**src/tbu_pkg.sv**
```systemverilog
// Purpose: shared constants for the timer time base unit
// Assumes: byte wide registers, each in the low lane of one aligned word
// Notes: offsets are byte addresses on the register bus
package tbu_pkg;
  // register bus address width
  localparam int TBU_AW = 8;
  // register offsets
  localparam logic [7:0] TBU_OFS_CTRL = 8'h00;
  localparam logic [7:0] TBU_OFS_STAT = 8'h04;
  localparam logic [7:0] TBU_OFS_EVGEN = 8'h08;
  localparam logic [7:0] TBU_OFS_CNTH = 8'h0C;
  localparam logic [7:0] TBU_OFS_CNTL = 8'h10;
  localparam logic [7:0] TBU_OFS_DIVH = 8'h14;
  localparam logic [7:0] TBU_OFS_DIVL = 8'h18;
  localparam logic [7:0] TBU_OFS_RLDH = 8'h1C;
  localparam logic [7:0] TBU_OFS_RLDL = 8'h20;
  // control_reg_one fields
  localparam int TBU_CTRL_EN = 0;
  localparam int TBU_CTRL_UPDATE_DISABLE = 1;
  localparam int TBU_CTRL_URS = 2;
  localparam int TBU_CTRL_DOWN = 4;
  localparam int TBU_CTRL_RELOAD_PRELOAD_ENABLE = 7;
  // status_reg_one and event_generation_reg fields
  localparam int TBU_STAT_UPD = 0;
  localparam int TBU_EVGEN_UG = 0;
  // reset values
  localparam logic [15:0] TBU_CNT_RST = 16'h0000;
  localparam logic [15:0] TBU_RLD_RST = 16'h0000;
  localparam logic [15:0] TBU_DIV_RST = 16'h0000;
  // bus responses
  localparam logic [1:0] TBU_RESP_OKAY = 2'h0;
  localparam logic [1:0] TBU_RESP_SLVERR = 2'h2;
endpackage

```
**src/tbu_psc_if.sv**
```systemverilog
// Purpose: link between the time base core and its prescaler
// Assumes: single clock, all signals sampled on mclk_i
// Notes: tick is a one-cycle pulse per divided counter clock
`timescale 1ns/100ps
interface tbu_psc_if;
  logic run;
  logic restart;
  logic load;
  logic [15:0] div;
  logic tick;
  modport psc (input run, input restart, input load, input div,
    output tick);
  modport ctl (output run, output restart, output load, output div,
    input tick);
endinterface

```
**src/tbu_sync.sv**
```systemverilog
// Purpose: two flip-flop synchroniser for pin inputs
// Assumes: input asynchronous to mclk_i
// Notes: first stage feeds only the second stage
`timescale 1ns/100ps
module tbu_sync (
  // clock and reset
  input wire logic mclk_i,
  input wire logic rst_i,
  // pin side and synchronised side
  input wire logic pin_i,
  output logic level_o
);
  typedef struct packed {
    logic meta;
    logic stable;
  } tbu_sync_s;

  tbu_sync_s q, d;

  // shift the pin through two stages
  always_comb begin
    d = q;
    d.meta = pin_i;
    d.stable = q.meta;
  end

  always_ff @(posedge mclk_i or posedge rst_i) begin
    if (rst_i) begin
      q <= '0;
    end else begin
      q <= d;
    end
  end

  assign level_o = q.stable;
endmodule

```
**src/tbu_prescaler.sv**
```systemverilog
// Purpose: 16-bit prescaler producing the counter clock enable
// Assumes: divider preload handed over by the core
// Notes: working divider changes only on load, ratio is div plus one
`timescale 1ns/100ps
module tbu_prescaler (
  // clock and reset
  input wire logic mclk_i,
  input wire logic rst_i,
  // link to the core
  tbu_psc_if.psc psc
);
  import tbu_pkg::*;

  typedef struct packed {
    logic [15:0] cnt;
    logic [15:0] div;
    logic tick;
  } tbu_psc_s;

  tbu_psc_s q, d;

  // divide by div+1 while running, restart keeps the ratio
  // a divider loaded this cycle already sets the limit, so the old
  // ratio cannot leak one extra tick past the update
  always_comb begin
    logic [15:0] lim;
    lim = psc.load ? psc.div : q.div;
    d = q;
    d.tick = 1'b0;
    if (psc.restart) begin
      d.cnt = 16'h0000;
    end else if (psc.run) begin
      if (q.cnt == lim) begin
        d.cnt = 16'h0000;
        d.tick = 1'b1;
      end else begin
        d.cnt = q.cnt + 16'h0001;
      end
    end
    // working divider follows the preload only on an update
    if (psc.load) begin
      d.div = psc.div;
    end
  end

  always_ff @(posedge mclk_i or posedge rst_i) begin
    if (rst_i) begin
      q <= '0;
    end else begin
      q <= d;
    end
  end

  assign psc.tick = q.tick;
endmodule

```
**src/tbu_top.sv**
```systemverilog
// Purpose: time base unit of a 16-bit timer with AXI4-Lite registers
// Assumes: one clock mclk_i, asynchronous active high reset rst_i
// Notes: byte registers sit in the low lane, upper bits read zero
`timescale 1ns/100ps
module tbu_top (
  // clock and reset
  input wire logic mclk_i,
  input wire logic rst_i,
  // write address channel
  input wire logic s_axi_awvalid,
  output logic s_axi_awready,
  input wire logic [tbu_pkg::TBU_AW-1:0] s_axi_awaddr,
  // write data channel
  input wire logic s_axi_wvalid,
  output logic s_axi_wready,
  input wire logic [31:0] s_axi_wdata,
  input wire logic [3:0] s_axi_wstrb,
  // write response channel
  output logic s_axi_bvalid,
  input wire logic s_axi_bready,
  output logic [1:0] s_axi_bresp,
  // read address channel
  input wire logic s_axi_arvalid,
  output logic s_axi_arready,
  input wire logic [tbu_pkg::TBU_AW-1:0] s_axi_araddr,
  // read data channel
  output logic s_axi_rvalid,
  input wire logic s_axi_rready,
  output logic [31:0] s_axi_rdata,
  output logic [1:0] s_axi_rresp,
  // trigger from the clock/trigger controller, asynchronous pin
  input wire logic trig_i,
  // timer status
  output logic [15:0] count_o,
  output logic counter_run_signal_o,
  output logic update_event_o,
  output logic overflow_o,
  output logic update_flag_o
);
  import tbu_pkg::*;

  typedef enum logic {
    TBU_RD_IDLE = 1'b0,
    TBU_RD_RESP = 1'b1
  } tbu_rd_e;

  typedef struct packed {
    // bus slave
    logic aw_ok;
    logic w_ok;
    logic [TBU_AW-1:0] awaddr;
    logic [7:0] wbyte;
    logic wlane;
    logic awready;
    logic wready;
    logic bvalid;
    logic [1:0] bresp;
    tbu_rd_e rstate;
    logic arready;
    logic [31:0] rdata;
    logic [1:0] rresp;
    // control_reg_one
    logic en;
    logic update_disable;
    logic update_request_source;
    logic down;
    logic reload_preload_enable;
    // time base state
    logic run;
    logic flag;
    logic [15:0] cnt;
    logic [15:0] rld_pre;
    logic [15:0] rld_sh;
    logic rld_lock;
    logic [15:0] div_pre;
    logic [7:0] div_hi;
    logic [7:0] cnt_buf;
    logic buf_hold;
    logic trig_last;
    logic update_event;
    logic ovf;
  } tbu_top_s;

  tbu_top_s q, d;
  tbu_psc_if psc_link ();
  logic trig_lvl;
  logic psc_run;
  logic psc_restart;
  logic psc_load;
  logic [15:0] psc_div;

  //////////////////////////////////////////////////////////////////////
  // submodules

  // trigger pin is asynchronous, so it is synchronised first
  tbu_sync u_trig_sync (
    .mclk_i (mclk_i),
    .rst_i (rst_i),
    .pin_i (trig_i),
    .level_o (trig_lvl)
  );

  tbu_prescaler u_psc (
    .mclk_i (mclk_i),
    .rst_i (rst_i),
    .psc (psc_link.psc)
  );

  assign psc_link.run = psc_run;
  assign psc_link.restart = psc_restart;
  assign psc_link.load = psc_load;
  assign psc_link.div = psc_div;

  //////////////////////////////////////////////////////////////////////
  // address decode helper

  function automatic logic tbu_mapped(input logic [TBU_AW-1:0] a);
    logic hit;
    hit = 1'b0;
    case (a)
      TBU_OFS_CTRL, TBU_OFS_STAT, TBU_OFS_EVGEN, TBU_OFS_CNTH,
      TBU_OFS_CNTL, TBU_OFS_DIVH, TBU_OFS_DIVL, TBU_OFS_RLDH,
      TBU_OFS_RLDL: hit = 1'b1;
      default: hit = 1'b0;
    endcase
    return hit;
  endfunction

  //////////////////////////////////////////////////////////////////////
  // next state

  always_comb begin
    logic do_wr;
    logic do_rd;
    logic [TBU_AW-1:0] wa;
    logic [7:0] wb;
    logic wlane;
    logic [7:0] rb;
    logic ug;
    logic trig;
    logic wrap;
    logic update_event;
    logic step;
    logic [15:0] rld_now;
    do_wr = 1'b0;
    do_rd = 1'b0;
    wa = '0;
    wb = 8'h00;
    wlane = 1'b0;
    rb = 8'h00;
    ug = 1'b0;
    trig = 1'b0;
    wrap = 1'b0;
    update_event = 1'b0;
    step = 1'b0;
    rld_now = 16'h0000;
    d = q;
    d.update_event = 1'b0;
    d.ovf = 1'b0;

    // write channel: address and data may arrive in either order
    if (s_axi_awvalid && q.awready) begin
      d.aw_ok = 1'b1;
      d.awaddr = s_axi_awaddr;
    end
    if (s_axi_wvalid && q.wready) begin
      d.w_ok = 1'b1;
      d.wbyte = s_axi_wdata[7:0];
      d.wlane = s_axi_wstrb[0];
    end
    if (d.aw_ok && d.w_ok && !q.bvalid) begin
      do_wr = 1'b1;
      wa = d.awaddr;
      wb = d.wbyte;
      wlane = d.wlane;
      d.aw_ok = 1'b0;
      d.w_ok = 1'b0;
      d.bvalid = 1'b1;
      d.bresp = tbu_mapped(wa) ? TBU_RESP_OKAY : TBU_RESP_SLVERR;
    end else if (q.bvalid && s_axi_bready) begin
      d.bvalid = 1'b0;
    end
    // a byte write with lane 0 off stores nothing
    do_wr = do_wr && wlane;

    // read channel: one read in flight, data sampled at acceptance
    do_rd = s_axi_arvalid && q.arready;
    case (q.rstate)
      TBU_RD_IDLE: begin
        if (do_rd) begin
          d.rstate = TBU_RD_RESP;
        end
      end
      TBU_RD_RESP: begin
        if (s_axi_rready) begin
          d.rstate = TBU_RD_IDLE;
        end
      end
      default: d.rstate = TBU_RD_IDLE;
    endcase

    // read mux, upper bits of every register read as zero
    case (s_axi_araddr)
      TBU_OFS_CTRL: rb = {q.reload_preload_enable, 2'b00, q.down, 1'b0, q.update_request_source, q.update_disable,
        q.en};
      TBU_OFS_STAT: rb = {7'h00, q.flag};
      TBU_OFS_CNTH: rb = q.cnt[15:8];
      TBU_OFS_CNTL: rb = q.buf_hold ? q.cnt_buf : q.cnt[7:0];
      TBU_OFS_DIVH: rb = q.div_pre[15:8];
      TBU_OFS_DIVL: rb = q.div_pre[7:0];
      TBU_OFS_RLDH: rb = q.rld_pre[15:8];
      TBU_OFS_RLDL: rb = q.rld_pre[7:0];
      default: rb = 8'h00;
    endcase
    if (do_rd) begin
      d.rdata = {24'h000000, rb};
      d.rresp = tbu_mapped(s_axi_araddr) ? TBU_RESP_OKAY
        : TBU_RESP_SLVERR;
      // high byte read freezes the low byte until it is read
      if (s_axi_araddr == TBU_OFS_CNTH) begin
        d.cnt_buf = q.cnt[7:0];
        d.buf_hold = 1'b1;
      end else if (s_axi_araddr == TBU_OFS_CNTL) begin
        d.buf_hold = 1'b0;
      end
    end

    // event sources
    ug = do_wr && (wa == TBU_OFS_EVGEN) && wb[TBU_EVGEN_UG];
    trig = trig_lvl && !q.trig_last;
    d.trig_last = trig_lvl;
    step = q.run && psc_link.tick;
    if (q.down) begin
      wrap = step && (q.cnt == 16'h0000);
    end else begin
      wrap = step && (q.cnt == q.rld_sh);
    end
    update_event = !q.update_disable && (wrap || ug || trig);

    // shadow first so a down reload already sees the new limit
    if (update_event && !q.rld_lock) begin
      d.rld_sh = q.rld_pre;
    end
    rld_now = d.rld_sh;

    // counting continues whether or not updates are allowed
    if (step) begin
      if (q.down) begin
        d.cnt = wrap ? rld_now : q.cnt - 16'h0001;
      end else begin
        d.cnt = wrap ? 16'h0000 : q.cnt + 16'h0001;
      end
      d.ovf = wrap;
    end
    // forced update restarts the count from its starting point
    if (update_event && (ug || trig)) begin
      d.cnt = q.down ? rld_now : 16'h0000;
    end

    // flag clears on a written zero, a new update wins the clash
    if (do_wr && (wa == TBU_OFS_STAT) && !wb[TBU_STAT_UPD]) begin
      d.flag = 1'b0;
    end
    if (update_event && (wrap || trig || !q.update_request_source)) begin
      d.flag = 1'b1;
    end
    d.update_event = update_event;

    // register writes
    if (do_wr) begin
      case (wa)
        TBU_OFS_CTRL: begin
          d.en = wb[TBU_CTRL_EN];
          d.update_disable = wb[TBU_CTRL_UPDATE_DISABLE];
          d.update_request_source = wb[TBU_CTRL_URS];
          d.down = wb[TBU_CTRL_DOWN];
          d.reload_preload_enable = wb[TBU_CTRL_RELOAD_PRELOAD_ENABLE];
        end
        TBU_OFS_CNTH: d.cnt[15:8] = wb;
        TBU_OFS_CNTL: d.cnt[7:0] = wb;
        TBU_OFS_DIVH: d.div_hi = wb;
        TBU_OFS_DIVL: d.div_pre = {q.div_hi, wb};
        TBU_OFS_RLDH: begin
          d.rld_pre[15:8] = wb;
          d.rld_lock = 1'b1;
        end
        TBU_OFS_RLDL: begin
          d.rld_pre[7:0] = wb;
          d.rld_lock = 1'b0;
          if (!q.reload_preload_enable) begin
            d.rld_sh = {q.rld_pre[15:8], wb};
          end
        end
        default: d.rld_lock = q.rld_lock;
      endcase
    end

    // enable reaches the counter one clock later
    d.run = q.en;

    // ready flags are registered so the bus sees flop outputs
    d.awready = !d.aw_ok && !d.bvalid;
    d.wready = !d.w_ok && !d.bvalid;
    d.arready = (d.rstate == TBU_RD_IDLE);

    // prescaler control
    psc_run = q.run;
    psc_restart = update_event && (ug || trig);
    psc_load = update_event;
    psc_div = q.div_pre;
  end

  //////////////////////////////////////////////////////////////////////
  // state register

  always_ff @(posedge mclk_i or posedge rst_i) begin
    if (rst_i) begin
      q <= '0;
      q.rstate <= TBU_RD_IDLE;
      q.cnt <= TBU_CNT_RST;
      q.rld_pre <= TBU_RLD_RST;
      q.rld_sh <= TBU_RLD_RST;
      q.div_pre <= TBU_DIV_RST;
    end else begin
      q <= d;
    end
  end

  //////////////////////////////////////////////////////////////////////
  // outputs, all straight from the state register

  assign s_axi_awready = q.awready;
  assign s_axi_wready = q.wready;
  assign s_axi_bvalid = q.bvalid;
  assign s_axi_bresp = q.bresp;
  assign s_axi_arready = q.arready;
  assign s_axi_rvalid = (q.rstate == TBU_RD_RESP);
  assign s_axi_rdata = q.rdata;
  assign s_axi_rresp = q.rresp;
  assign count_o = q.cnt;
  assign counter_run_signal_o = q.run;
  assign update_event_o = q.update_event;
  assign overflow_o = q.ovf;
  assign update_flag_o = q.flag;
endmodule

```
**config.mk**
```make
export PLATFORM = sky130hd
export DESIGN_NAME = tbu_top
export DESIGN_NICKNAME = d
export VERILOG_FILES = /design/src/tbu_pkg.sv /design/src/tbu_psc_if.sv /design/src/tbu_sync.sv /design/src/tbu_prescaler.sv /design/src/tbu_top.sv
export SDC_FILE = /design/constraint.sdc
export NUM_CORES = 1
export LEC_CHECK = 0
export BUFFER_PORTS_ARGS = -buffer_cell sky130_fd_sc_hd__buf_2
export CAP_MARGIN = 20
export CORE_MARGIN = 3
export CORE_UTILIZATION = 45
export CTS_BUF_LIST = sky130_fd_sc_hd__clkbuf_8
export CTS_CLUSTER_SIZE = 25
export DETAILED_ROUTE_END_ITERATION = 6
export PLACE_DENSITY = 0.77
export SETUP_SLACK_MARGIN = 0.1
export SKIP_CTS_REPAIR_TIMING = 1
export SLEW_MARGIN = 20
export SYNTH_ARGS = -nofsm -noshare
export SYNTH_HDL_FRONTEND = slang
export SYNTH_SLANG_ARGS = --single-unit
```
**constraint.sdc**
```tcl
create_clock -name mclk_i -period 17.02 [get_ports mclk_i]
set_input_delay 3.404 -clock mclk_i [delete_from_list [all_inputs] [get_ports mclk_i]]
set_output_delay 3.404 -clock mclk_i [all_outputs]
set_load 0.02 [all_outputs]
```
Yosys cells after proc, flatten, opt, wreduce, memory -nomap -nowiden
Cells that the tools add are included.
Operators by class
  $add $sub $neg: 3
  bitwise operators: 2
  shift-type cells: 0
  div/mod/pow operators: 0
  reductions and logical operators: 53
  equal/unequal tests: 26
  multiply operators: 0
  order comparisons: 0
  multiplexer cells: 51
Operator list (number)
  16-bit 2-to-1 mux: 13
  8-bit by 5-bit == test with 1-bit output (second input constant): 12
  73-bit 2-to-1 mux: 1
  8-bit 2-to-1 mux: 8
  8-bit case mux with 8 select lines: 1
  8-bit by 4-bit == test with 1-bit output (second input constant): 6
  16-bit by 1-bit adder with 16-bit output (second input constant): 2
  16-bit == test: 2
  8-bit by 3-bit == test with 1-bit output (second input constant): 3
  8-bit by 6-bit == test with 1-bit output (second input constant): 3
  8-bit zero test: 3
  24-bit 2-to-1 mux: 1
  1-bit logical AND: 21
  1-bit 2-to-1 mux: 21
  9-bit OR reduction: 2
  16-bit zero test: 1
  2-bit AND reduction: 8
  16-bit by 1-bit subtractor with 16-bit output (second input constant): 1
  1-bit zero test: 9
  9-bit 2-to-1 mux: 1
  2-bit nonzero test: 4
  2-bit 2-to-1 mux: 3
  1-bit logical OR: 5
  1-bit case mux with 2 select lines: 2
  1-bit inverter: 2
Word-level totals
  register bits after elaboration: 163
  memories kept: 0
  memory bits (writable): 0
  bits in latches: 0
  word-level logic and storage cells: 172
  bits in read-only memories: 0

Logic depth before layout (Yosys ltp)
Gate-level depths: netlist of the first run.
  word-level depth: 19
  gate-level depth with buffers: 14
  mapped depth without buffers: 11

Modules after synthesis
From an unflattened synthesis of the first run, not the netlist that was laid out.
Unflattened totals
  cell total of the unflattened synthesis: 922
  area total of the unflattened synthesis: 9147.5 sq um
By module, submodules not included
  tbu_top: sequential area each 3153.0 sq um, cells each 753, times used 1, area each 7315.8 sq um
  tbu_prescaler: sequential area each 825.8 sq um, cells each 166, times used 1, area each 1778.0 sq um
  tbu_sync: sequential area each 50.0 sq um, cells each 3, times used 1, area each 53.8 sq um

Worst setup path before layout of the first run
No wires, ideal clock.
  path kind: input to register
  from: in s_axi_awvalid
  to: reg u_psc.q[19] (netlist bit)
  path slack: 10952 ps
  stages: 9
  arrival: 5928 ps
  buffers on the path: 1
  path through: nand2_1 mux2_2 nor4_2 a41oi_1 and3_4 or3_4 a2111oi_4 buf_6 nor3_2
RTL lines
  start, declared: line tbu_top.sv:10  | input wire logic s_axi_awvalid,
  end signal, assigned: line tbu_prescaler.sv:48  | q <= '0;
  end signal, assigned: line tbu_prescaler.sv:50  | q <= d;
  end, declared: line tbu_prescaler.sv:20  | tbu_psc_s q, d;

==> results of run 1 <==
[stage by stage]
stage               setup slack [ps]  hold slack [ps]  instance area, um^2
floorplan                       9270              331                 9640
global placement                9980              334                 9670
detailed placement              9870              352                 9670
CTS                            10370              371                10100
global route                   10010              393                10100
finish                         10340              374                10100
[cell usage after synthesis (3+ instances only)]
library cell / n
nor3b_1: 3
a2bb2oi_1: 3
inv_1: 27
nor3_2: 10
a22o_1: 9
a21oi_1: 37
buf_4: 57
xnor2_1: 26
mux2_2: 48
a31oi_1: 10
clkbuf_1: 42
nand4_1: 13
and3_1: 11
nor3_1: 20
a221oi_1: 7
and2_1: 10
mux2i_1: 38
o22ai_1: 6
nand2b_1: 5
o31ai_1: 5
nor2_1: 65
o21ai_0: 60
o211ai_1: 4
a22oi_1: 6
nor4_1: 18
buf_6: 8
a32oi_1: 4
nand3_1: 20
nor2b_1: 6
a211oi_1: 8
or2_2: 4
buf_2: 3
dfrtp_1: 161
nand2_1: 155
a21boi_0: 5
or3_1: 4
ha_1: 4
xor2_1: 43
[cells by family (layout without fill, tap and decap cells)]
family | after synthesis | in the layout | share of synthesized area (%)
fa+ha+maj | 4 | 4 | 0.524
mux | 88 | 88 | 10.1
other cells | 1 | 26 | 0.0393
compound gates | 191 | 191 | 13.3
simple gates | 364 | 364 | 18.8
xor+xnor | 69 | 69 | 6.33
flops | 161 | 161 | 42.2
buf+inv | 142 | 136 | 8.72
[power groups by stage]
stage          Combinational (mW)  Clock [mW]  Sequential [mW]
2_1_floorplan               0.144           0            0.448
3_3_place_gp                0.185           0            0.455
3_5_place_dp                0.189           0            0.457
4_1_cts                     0.191       0.302            0.449
5_1_grt                     0.211       0.321            0.456
6_report                    0.193       0.299            0.450
[final timing paths]
check | startpoint | end | slack (ps) | depth (start not counted)
hold / removal | u_trig_sync.d[0] | u_trig_sync.level_o | 370 | 0
setup / recovery | s_axi_awvalid | u_psc.q[30] | 10340 | 10
hold reg to reg | u_trig_sync.d[0] | u_trig_sync.level_o | 370 | 0
max in group asynchronous | rst_i | q[43] | 12510 | 3
setup reg to reg | count_o[1] | u_psc.q[30] | 12760 | 10
min in group asynchronous | rst_i | count_o[10] | 3040 | 2
[critical path, cell delays in order]
cell and delay (ps):
buf_2 120, nand2_1 320, mux2i_1 510, clkinv_1 330
a41oi_2 210, buf_4 340, a21boi_0 230, or3_4 390
a2111oi_4 1000, nor3_1 100
[registers in the layout, summed over array words and instances, names as in the netlist, 8 cells and up]
signal,count
q,74
count_o,16
u_psc.q,32
s_axi_rdata,8
psc_div,16
[area by class of cell]
type                       instances  area, um^2  share of cell area [%]
multi-input combinational        742        4790                    47.5
inverter                          28         110                    1.09
clock inverter                    12         146                    1.45
clock buffer                      20         275                    2.73
timing repair buffer              76         403                    3.99
sequential                       161        4030                    39.9
tap                              270         338                    3.35
[per-layer routing]
| layer | part of all wire (%) | global-route usage, % | vias up | routed length, um |
|---|---|---|---|---|
| li1 | - | - | 3530 | - |
| met1 | 44 | 32.5 | 3852 | 11100 |
| met2 | 45 | 34.0 | 388 | 11300 |
| met3 | 8.5 | 5.80 | 59 | 2160 |
| met4 | 2.9 | 8.36 | 0 | 746 |
| met5 | 0 | 0 | - | 0 |
==> flow_metrics.py, run 1 <==
metrics = {
    "floorplanning": {
        "coreArea_mm2": 0.0206,
        "num_io_pins": 121,
        "row_count": 52,
        "die_area_mm2": 0.0230,
        "die_x_um": 152,
        "die_h_um": 152,
        "start_util_pct": 46.4,
    },
    "cts": {
        "cts.sinks": 161,
        "insertion_delay_ps": 470,
        "htreeDepth": 4,
        "clockBufferDepth": 2,
        "cts_root_buf": "clkbuf_8",
        "cts-buffers-inserted": 17,
        "cts_tree": "built",
        "clk_pin_slew_worst_paths_ps": 90,
    },
    "synthesis": {
        "yosys_warnings": 0,
        "ys_ff_latch": 161,
        "yosysTopAreaCell": "dfrtp_1",
        "avgSynthCellArea_um2": 9.36,
        "synth.distinct_cells": 82,
        "async_flop_share_pct": 100,
        "yosysTopAreaCellShare_pct": 42.2,
        "synth_edf_count": 0,
        "ys.flop_type": "dfrtp_1",
        "ys_seq_area_share_pct": 42.2,
        "synthTopCellsByArea": "dfrtp_1 (42%), nand2_1 (6.1%), mux2_2 (5.7%)",
        "synth_area_mm2": 0.00955,
        "synthCells": 1020,
    },
    "critical_path": {
        "cp_data_arrival_time_ps": 6990,
        "cp_data_required_time_ps": 17330,
        "worstPathMaxFanout": 30,
        "worstSetupPathType": "in2reg",
        "cp-end-kind": "flip-flop",
        "crit_path_start_kind": "input port",
    },
    "cells_and_area": {
        "final_cell_mix": "dfrtp_1 (161), nand2_1 (155), buf_2 (67), nor2_1 (65), o21ai_0 (60)",
        "area_growth_pct": 5.67,
        "final_util_pct": 49.1,
        "fin_cells": 1309,
        "final_common_cell": "dfrtp_1",
        "drive_above_1_share_pct": 18.4,
        "antenna_cells": 0,
        "nets": 1090,
        "fillCellCount": 1947,
    },
    "place": {
        "io_buffers": 67,
        "gp_congestion": 0.939,
        "hpwl_um": 18200,
        "dpl.cell_count": 1277,
    },
    "power": {
        "p_int_mw": 0.623,
        "finalPower_mw": 0.942,
        "ir_drop_mv": 0.0888,
        "power_leakage_nw": 4.87,
        "combPwrFrac_pct": 20.4,
        "seq_power_share_pct": 47.8,
        "pwr-share-clk_pct": 31.7,
        "p_sw_mw": 0.318,
        "swShare_pct": 33.8,
        "cellPowerDensity_mw_per_mm2": 93.3,
    },
    "global_routing": {
        "grt_pass1_vias": 7417,
        "grt_use_total_pct": 22.9,
        "antenna_found_initial": 0,
        "grt_remaining_overflow": 0,
        "grt_max_degree": 83,
        "grt_pass1_wl_um": 40800,
    },
    "timing": {
        "grt_setup_unrepaired": "no",
        "relSlewSlack_pct": 27.0,
        "max_freq_ghz": 0.150,
        "finalSetupViolCount": 0,
        "timing.setup.tns_ps": 0,
        "final.period_utilization_pct": 39.2,
        "fin_worst_skew_ps": 14.5,
        "period_needed_ps": 6680,
        "worst_pin_slew_ps": 1100,
        "drv_slew": 0,
        "hold_viol_final": 0,
    },
    "detailed_routing": {
        "post_drt_wl_per_cell_um": 19.3,
        "routed_wl_um": 25300,
        "vias_per_cell": 5.98,
        "drt_iter0_markers": 834,
        "drc_errors": 0,
        "postRouteAntennaNets": 0,
        "firstDrtPassIters": 5,
        "route.vias.total": 7829,
    },
    "job": {
        "drv_cap": 0,
    },
    "status": {
        "status": "complete, no violations",
    },
    "worst_hold_path": {
        "min_path_type": "reg2reg",
    },
}
Note: power is estimated with default switching activity, not from simulation.
==> inputs of run 2 (changes only) <==
--- a/config.mk
+++ b/config.mk
@@ -12,7 +12,7 @@
 export CTS_BUF_LIST = sky130_fd_sc_hd__clkbuf_8
 export CTS_CLUSTER_SIZE = 25
 export DETAILED_ROUTE_END_ITERATION = 6
-export PLACE_DENSITY = 0.77
+export PLACE_DENSITY = 0.79
 export SETUP_SLACK_MARGIN = 0.1
 export SKIP_CTS_REPAIR_TIMING = 1
 export SLEW_MARGIN = 20
==> constraint.sdc (replaced) <==
create_clock -name mclk_i -period 5.5 [get_ports mclk_i]
set_input_delay 1.1 -clock mclk_i [delete_from_list [all_inputs] [get_ports mclk_i]]
set_output_delay 1.1 -clock mclk_i [all_outputs]
set_load 0.02 [all_outputs]
==> run 2 against run 1 <==
  * Wire length about the same
  * Clock skew is essentially flat
  * Sequential share of layout area is 0.079 points lower
  * Hold slack worse by 3.1 ps
  * Final area up 0.20%
  * Final cell count increased by 0.31%
  * Largest cell class unchanged
  * First-iteration DRC count rose by 5.4%
  * Die area unchanged
==> flow_metrics.py, run 2 (synthesis results as in run 1) <==
metrics = {
    "floorplanning": {
        "coreArea_mm2": 0.0206,
        "die_area_mm2": 0.0230,
        "row_count": 52,
        "die_x_um": 152,
        "die_h_um": 152,
        "num_io_pins": 121,
        "start_util_pct": 46.4,
    },
    "detailed_routing": {
        "drt_iter0_markers": 879,
        "vias_per_cell": 5.93,
        "firstDrtPassIters": 5,
        "route.vias.total": 7781,
        "routed_wl_um": 25300,
        "drc_errors": 0,
        "post_drt_wl_per_cell_um": 19.2,
        "postRouteAntennaNets": 0,
    },
    "timing": {
        "relSlewSlack_pct": 34.0,
        "hold_slack_ps": 371,
        "period_needed_ps": 4190,
        "max_freq_ghz": 0.238,
        "timing.setup.tns_ps": 0,
        "drv_slew": 0,
        "finalSetupViolCount": 0,
        "final.period_utilization_pct": 76.2,
        "grt_setup_unrepaired": "no",
        "hold_viol_final": 0,
        "fin_ws_ps": 1310,
        "worst_pin_slew_ps": 987,
        "fin_worst_skew_ps": 14.8,
    },
    "power": {
        "p_sw_mw": 1.00,
        "pwr-share-clk_pct": 30.4,
        "finalPower_mw": 2.88,
        "seq_power_share_pct": 48.6,
        "p_int_mw": 1.87,
        "swShare_pct": 34.9,
        "cellPowerDensity_mw_per_mm2": 284,
        "power_leakage_nw": 4.87,
        "ir_drop_mv": 0.262,
        "combPwrFrac_pct": 21.1,
    },
    "global_routing": {
        "grt_remaining_overflow": 0,
        "busiest_layer": "met2",
        "grt_pass1_vias": 7278,
        "antenna_found_initial": 0,
        "grt_use_total_pct": 22.5,
        "grt_pass1_wl_um": 40000,
        "grt_max_degree": 162,
        "grt.met3_usage_pct": 5.50,
        "met1_usage_pct": 31.9,
        "grt_use_met2_pct": 33.7,
    },
    "place": {
        "dpl_cell_area_mm2": 0.00971,
        "io_buffers": 67,
        "hpwl_um": 18300,
        "gp_congestion": 0.948,
        "place_ws_ps": 971,
    },
    "critical_path": {
        "startpoint": "s_axi_awvalid",
        "slowest_delay_ps": 540,
        "cp_data_required_time_ps": 5840,
        "crit_chain": "buf_2 -> nand2_1 -> mux2_2 -> nor4_1 -> a41oi_2 -> buf_4 -> a21oi_2 -> mux2_2 -> o22ai_1 -> a21boi_0",
        "r2r_cells": 11,
        "regToRegEndpoint": "u_psc.q[31]",
        "worstSetupPathType": "in2reg",
        "ff2ff_setup_slack_ps": 1580,
        "cp_num_cells": 10,
        "critPathTopFamily": "compound AO/OA/AOI/OAI gates",
        "crit_path_end": "count_o[9]",
        "cp-end-kind": "flip-flop",
        "path_common_cell": "mux2_2",
        "crit_path_start_kind": "input port",
        "critPathBufInv": 2,
        "worstPathMaxFanout": 19,
        "cp_data_arrival_time_ps": 4530,
        "r2r_start": "count_o[1]",
        "critical-path-slowest-cell": "nor4_1",
    },
    "cells_and_area": {
        "antenna_cells": 0,
        "fillCellCount": 1877,
        "largest_register_ff_count": 74,
        "nets": 1094,
        "design_area_mm2": 0.0101,
        "final_common_cell": "dfrtp_1",
        "reg_top3": "q: 74 flops, u_psc.q: 32 flops",
        "final_cell_mix": "dfrtp_1 (161), nand2_1 (155), buf_2 (67), nor2_1 (65), o21ai_0 (60)",
        "area_growth_pct": 5.88,
        "drive_above_1_share_pct": 18.8,
        "largest_register": "q",
    },
    "cts": {
        "insertion_delay_ps": 470,
        "clk_pin_slew_worst_paths_ps": 100,
        "cts-buffers-inserted": 17,
        "cts_tree": "built",
        "htreeDepth": 4,
        "cts_root_buf": "clkbuf_8",
        "cts.sinks": 161,
        "clockBufferDepth": 2,
    },
    "job": {
        "drv_cap": 0,
    },
    "worst_hold_path": {
        "min_from": "u_trig_sync.d[0]",
        "min_path_type": "reg2reg",
    },
    "status": {
        "status": "complete, no violations",
    },
}
==> run 2: final cells by class <==
| cell class | count | area (um^2) | share of cell area [%] |
|---|---|---|---|
| flip-flops and latches | 161 | 4030 | 39.9 |
| inverters | 28 | 109 | 1.08 |
| multi-input cells | 742 | 4790 | 47.4 |
| clock inverters | 14 | 148 | 1.46 |
| well taps | 270 | 338 | 3.34 |
| clock buffers | 18 | 248 | 2.45 |
| repair buffers | 80 | 445 | 4.41 |
==> run 2: worst min path at each step <==
| stage | endpoint | cells past startpoint |
|---|---|---|
| global placement | u_trig_sync.level_o | 0 |
| global route | u_trig_sync.level_o | 0 |
| floorplan | u_trig_sync.level_o | 0 |
| detailed placement | u_trig_sync.level_o | 0 |
| finish | u_trig_sync.level_o | 0 |
| CTS | u_trig_sync.level_o | 0 |
==> run 2: power groups by stage <==
stage,Clock [mW],Sequential (mW),Combinational [mW]
after detailed placement,0,1.42,0.593
after global placement,0,1.41,0.577
final,0.873,1.40,0.605
after global routing,0.940,1.41,0.665
after CTS,0.881,1.39,0.599
after floorplan,0,1.39,0.445
==> run 2: per-stage QoR <==
step / util (%) / std cells
after floorplan: - / 1045
after global placement: 47.2 / 1281
after detailed placement: 47.2 / 1281
after CTS: 49.1 / 1313
after global routing: 49.2 / 1313
final: 49.2 / 1313
==> run 2: metal layers <==
layer	vias up	share of wire [%]
met5	-	0
met4	0	2.2
met3	52	9.7
met2	424	45
met1	3787	43
li1	3518	-
==> inputs of run 3 (changes only) <==
--- a/config.mk
+++ b/config.mk
@@ -12,7 +12,7 @@
 export CTS_BUF_LIST = sky130_fd_sc_hd__clkbuf_8
 export CTS_CLUSTER_SIZE = 25
 export DETAILED_ROUTE_END_ITERATION = 6
-export PLACE_DENSITY = 0.79
+export PLACE_DENSITY = 0.77
 export SETUP_SLACK_MARGIN = 0.1
 export SKIP_CTS_REPAIR_TIMING = 1
 export SLEW_MARGIN = 20
==> constraint.sdc (replaced) <==
create_clock -name mclk_i -period 3.9 [get_ports mclk_i]
set_input_delay 0.78 -clock mclk_i [delete_from_list [all_inputs] [get_ports mclk_i]]
set_output_delay 0.78 -clock mclk_i [all_outputs]
set_load 0.02 [all_outputs]
==> run 3 against run 2 <==
  * Die area unchanged
  * Via count increased by 1.7%
  * Setup slack got worse by 850 ps
  * Critical path type is now reg2reg
  * Critical path depth decreased by 1
  * Final cell count increased by 2.4%
  * First-iteration DRC count increased by 12%
  * Register-to-register slack got worse by 1100 ps
  * Non-clock buffer count increased by 32
  * Clock skew about the same
  * Largest power group unchanged
  * Clock power increased by 47%
  * Wire length increased by 1.3%
==> flow_metrics.py, run 3 (synthesis results as in run 1) <==
metrics = {
    "cells_and_area": {
        "fillCellCount": 1870,
        "largest_register_ff_count": 74,
        "drive_above_1_share_pct": 21.0,
        "final_common_cell": "dfrtp_1",
        "antenna_cells": 0,
        "largest_register": "q",
        "final_cell_mix": "dfrtp_1 (161), nand2_1 (155), buf_2 (67), nor2_1 (65), o21ai_0 (60)",
        "nets": 1126,
        "final_util_pct": 50.5,
        "area_growth_pct": 8.78,
        "reg_top3": "q: 74 flops, u_psc.q: 32 flops",
    },
    "power": {
        "cellPowerDensity_mw_per_mm2": 400,
        "ir_drop_mv": 0.373,
        "power_leakage_nw": 5.04,
    },
    "detailed_routing": {
        "postRouteAntennaNets": 0,
        "drt_iter0_markers": 982,
        "top_layer": "met4",
        "met3WireLength_um": 2480,
        "post_drt_wl_per_cell_um": 19.0,
        "firstDrtPassIters": 5,
        "routed_wl_um": 25600,
        "route.vias.total": 7910,
        "drc_errors": 0,
        "vias_per_cell": 5.88,
        "met2_wirelength_um": 11400,
        "wl_met1_um": 11000,
    },
    "floorplanning": {
        "num_io_pins": 121,
        "start_util_pct": 46.4,
        "die_x_um": 152,
        "die_area_mm2": 0.0230,
        "coreArea_mm2": 0.0206,
        "row_count": 52,
        "die_h_um": 152,
    },
    "critical_path": {
        "crit_chain": "xor2_1 -> nor4_1 -> a41o_2 -> nor3b_1 -> o21ai_1 -> buf_4 -> mux2i_1 -> o21ai_0 -> mux2_2",
        "startpoint": "count_o[15]",
        "crit_path_start_kind": "flip-flop",
        "cp-end-kind": "flip-flop",
        "slowest_delay_ps": 540,
        "r2r_start": "count_o[15]",
        "worstPathMaxFanout": 14,
        "cp_data_arrival_time_ps": 3800,
        "cp_data_required_time_ps": 4250,
        "critPathTopFamily": "simple AND/OR/NAND/NOR gates",
        "ff2ff_setup_slack_ps": 460,
        "critPathBufInv": 1,
        "worstSetupPathType": "reg2reg",
        "critical-path-slowest-cell": "dfrtp_1",
    },
    "timing": {
        "final.period_utilization_pct": 88.3,
        "drv_slew": 0,
        "fin_worst_skew_ps": 15.3,
        "finalSetupViolCount": 0,
        "timing.setup.tns_ps": 0,
        "grt_setup_unrepaired": "no",
        "hold_viol_final": 0,
        "relSlewSlack_pct": 45.6,
        "max_freq_ghz": 0.290,
        "worst_pin_slew_ps": 815,
        "period_needed_ps": 3440,
    },
    "worst_hold_path": {
        "min_from": "u_trig_sync.d[0]",
        "min_path_type": "reg2reg",
    },
    "cts": {
        "htreeDepth": 4,
        "clockBufferDepth": 2,
        "cts.sinks": 161,
        "cts_tree": "built",
        "insertion_delay_ps": 470,
        "clk_pin_slew_worst_paths_ps": 80,
        "cts-buffers-inserted": 17,
        "cts_root_buf": "clkbuf_8",
    },
    "global_routing": {
        "grt_use_total_pct": 23.1,
        "grt_max_degree": 85,
        "grt_pass1_vias": 7561,
        "grt_pass1_wl_um": 41100,
        "grt_remaining_overflow": 0,
        "antenna_found_initial": 0,
    },
    "job": {
        "drv_cap": 0,
    },
    "place": {
        "hpwl_um": 18800,
        "gp_congestion": 0.955,
        "io_buffers": 67,
    },
    "status": {
        "status": "complete, no violations",
    },
}
run 3: changes by cell type in the layout (fill, tap and decap cells not counted):
cell,change
buf_12,+2
nor3_1,+1
nor3_2,-1
inv_1,+1
buf_4,+30
clkinvlp_4,+4
clkinv_4,-4
bufinv_16,+2
inv_6,-4
inv_8,-2
clkinv_2,+3
run 3: worst paths after layout:
check,end,cells after the start
worst max-delay path,count_o[3],9
worst min-delay path,u_trig_sync.level_o,0
worst max register to register,count_o[3],9
worst min register to register,u_trig_sync.level_o,0
max in group asynchronous,q[56],3
min in group asynchronous,u_psc.q[24],2
run 3: area by class of cell:
cell class / count / area [um^2] / area share (%)
multi-input cells: 742 / 4790 / 46.1
clock buffers: 18 / 248 / 2.39
inverters: 28 / 109 / 1.05
repair buffers: 112 / 711 / 6.84
clock inverters: 14 / 164 / 1.58
flip-flops and latches: 161 / 4030 / 38.8
well taps: 270 / 338 / 3.25
run 3: through the flow:
step / total power [mW] / hold slack (ps) / worst slack, ps / cell area (um^2) / instances
final: 4.16 / 358 / 457 / 10400 / 1345
after global routing: 4.35 / 362 / 253 / 10400 / 1345
after CTS: 4.17 / 362 / 505 / 10400 / 1345
after detailed placement: 2.89 / 341 / 168 / 9970 / 1313
after global placement: 2.87 / 332 / 222 / 9970 / 1313
after floorplan: 2.58 / 331 / 456 / 9640 / 1045
run 3: metal layers:
layer	global-route usage [%]	vias to the layer above
met5	0	-
met4	8.22	0
met3	4.64	57
met2	34.6	412
met1	33.5	3859
li1	-	3582
run 3: report_power, final:
group | total, mW | switching [mW] | internal [mW]
clock | 1.28 | 0.634 | 0.645
combinational | 0.933 | 0.623 | 0.311
sequential | 1.94 | 0.113 | 1.83
total | 4.16 | 1.37 | 2.79
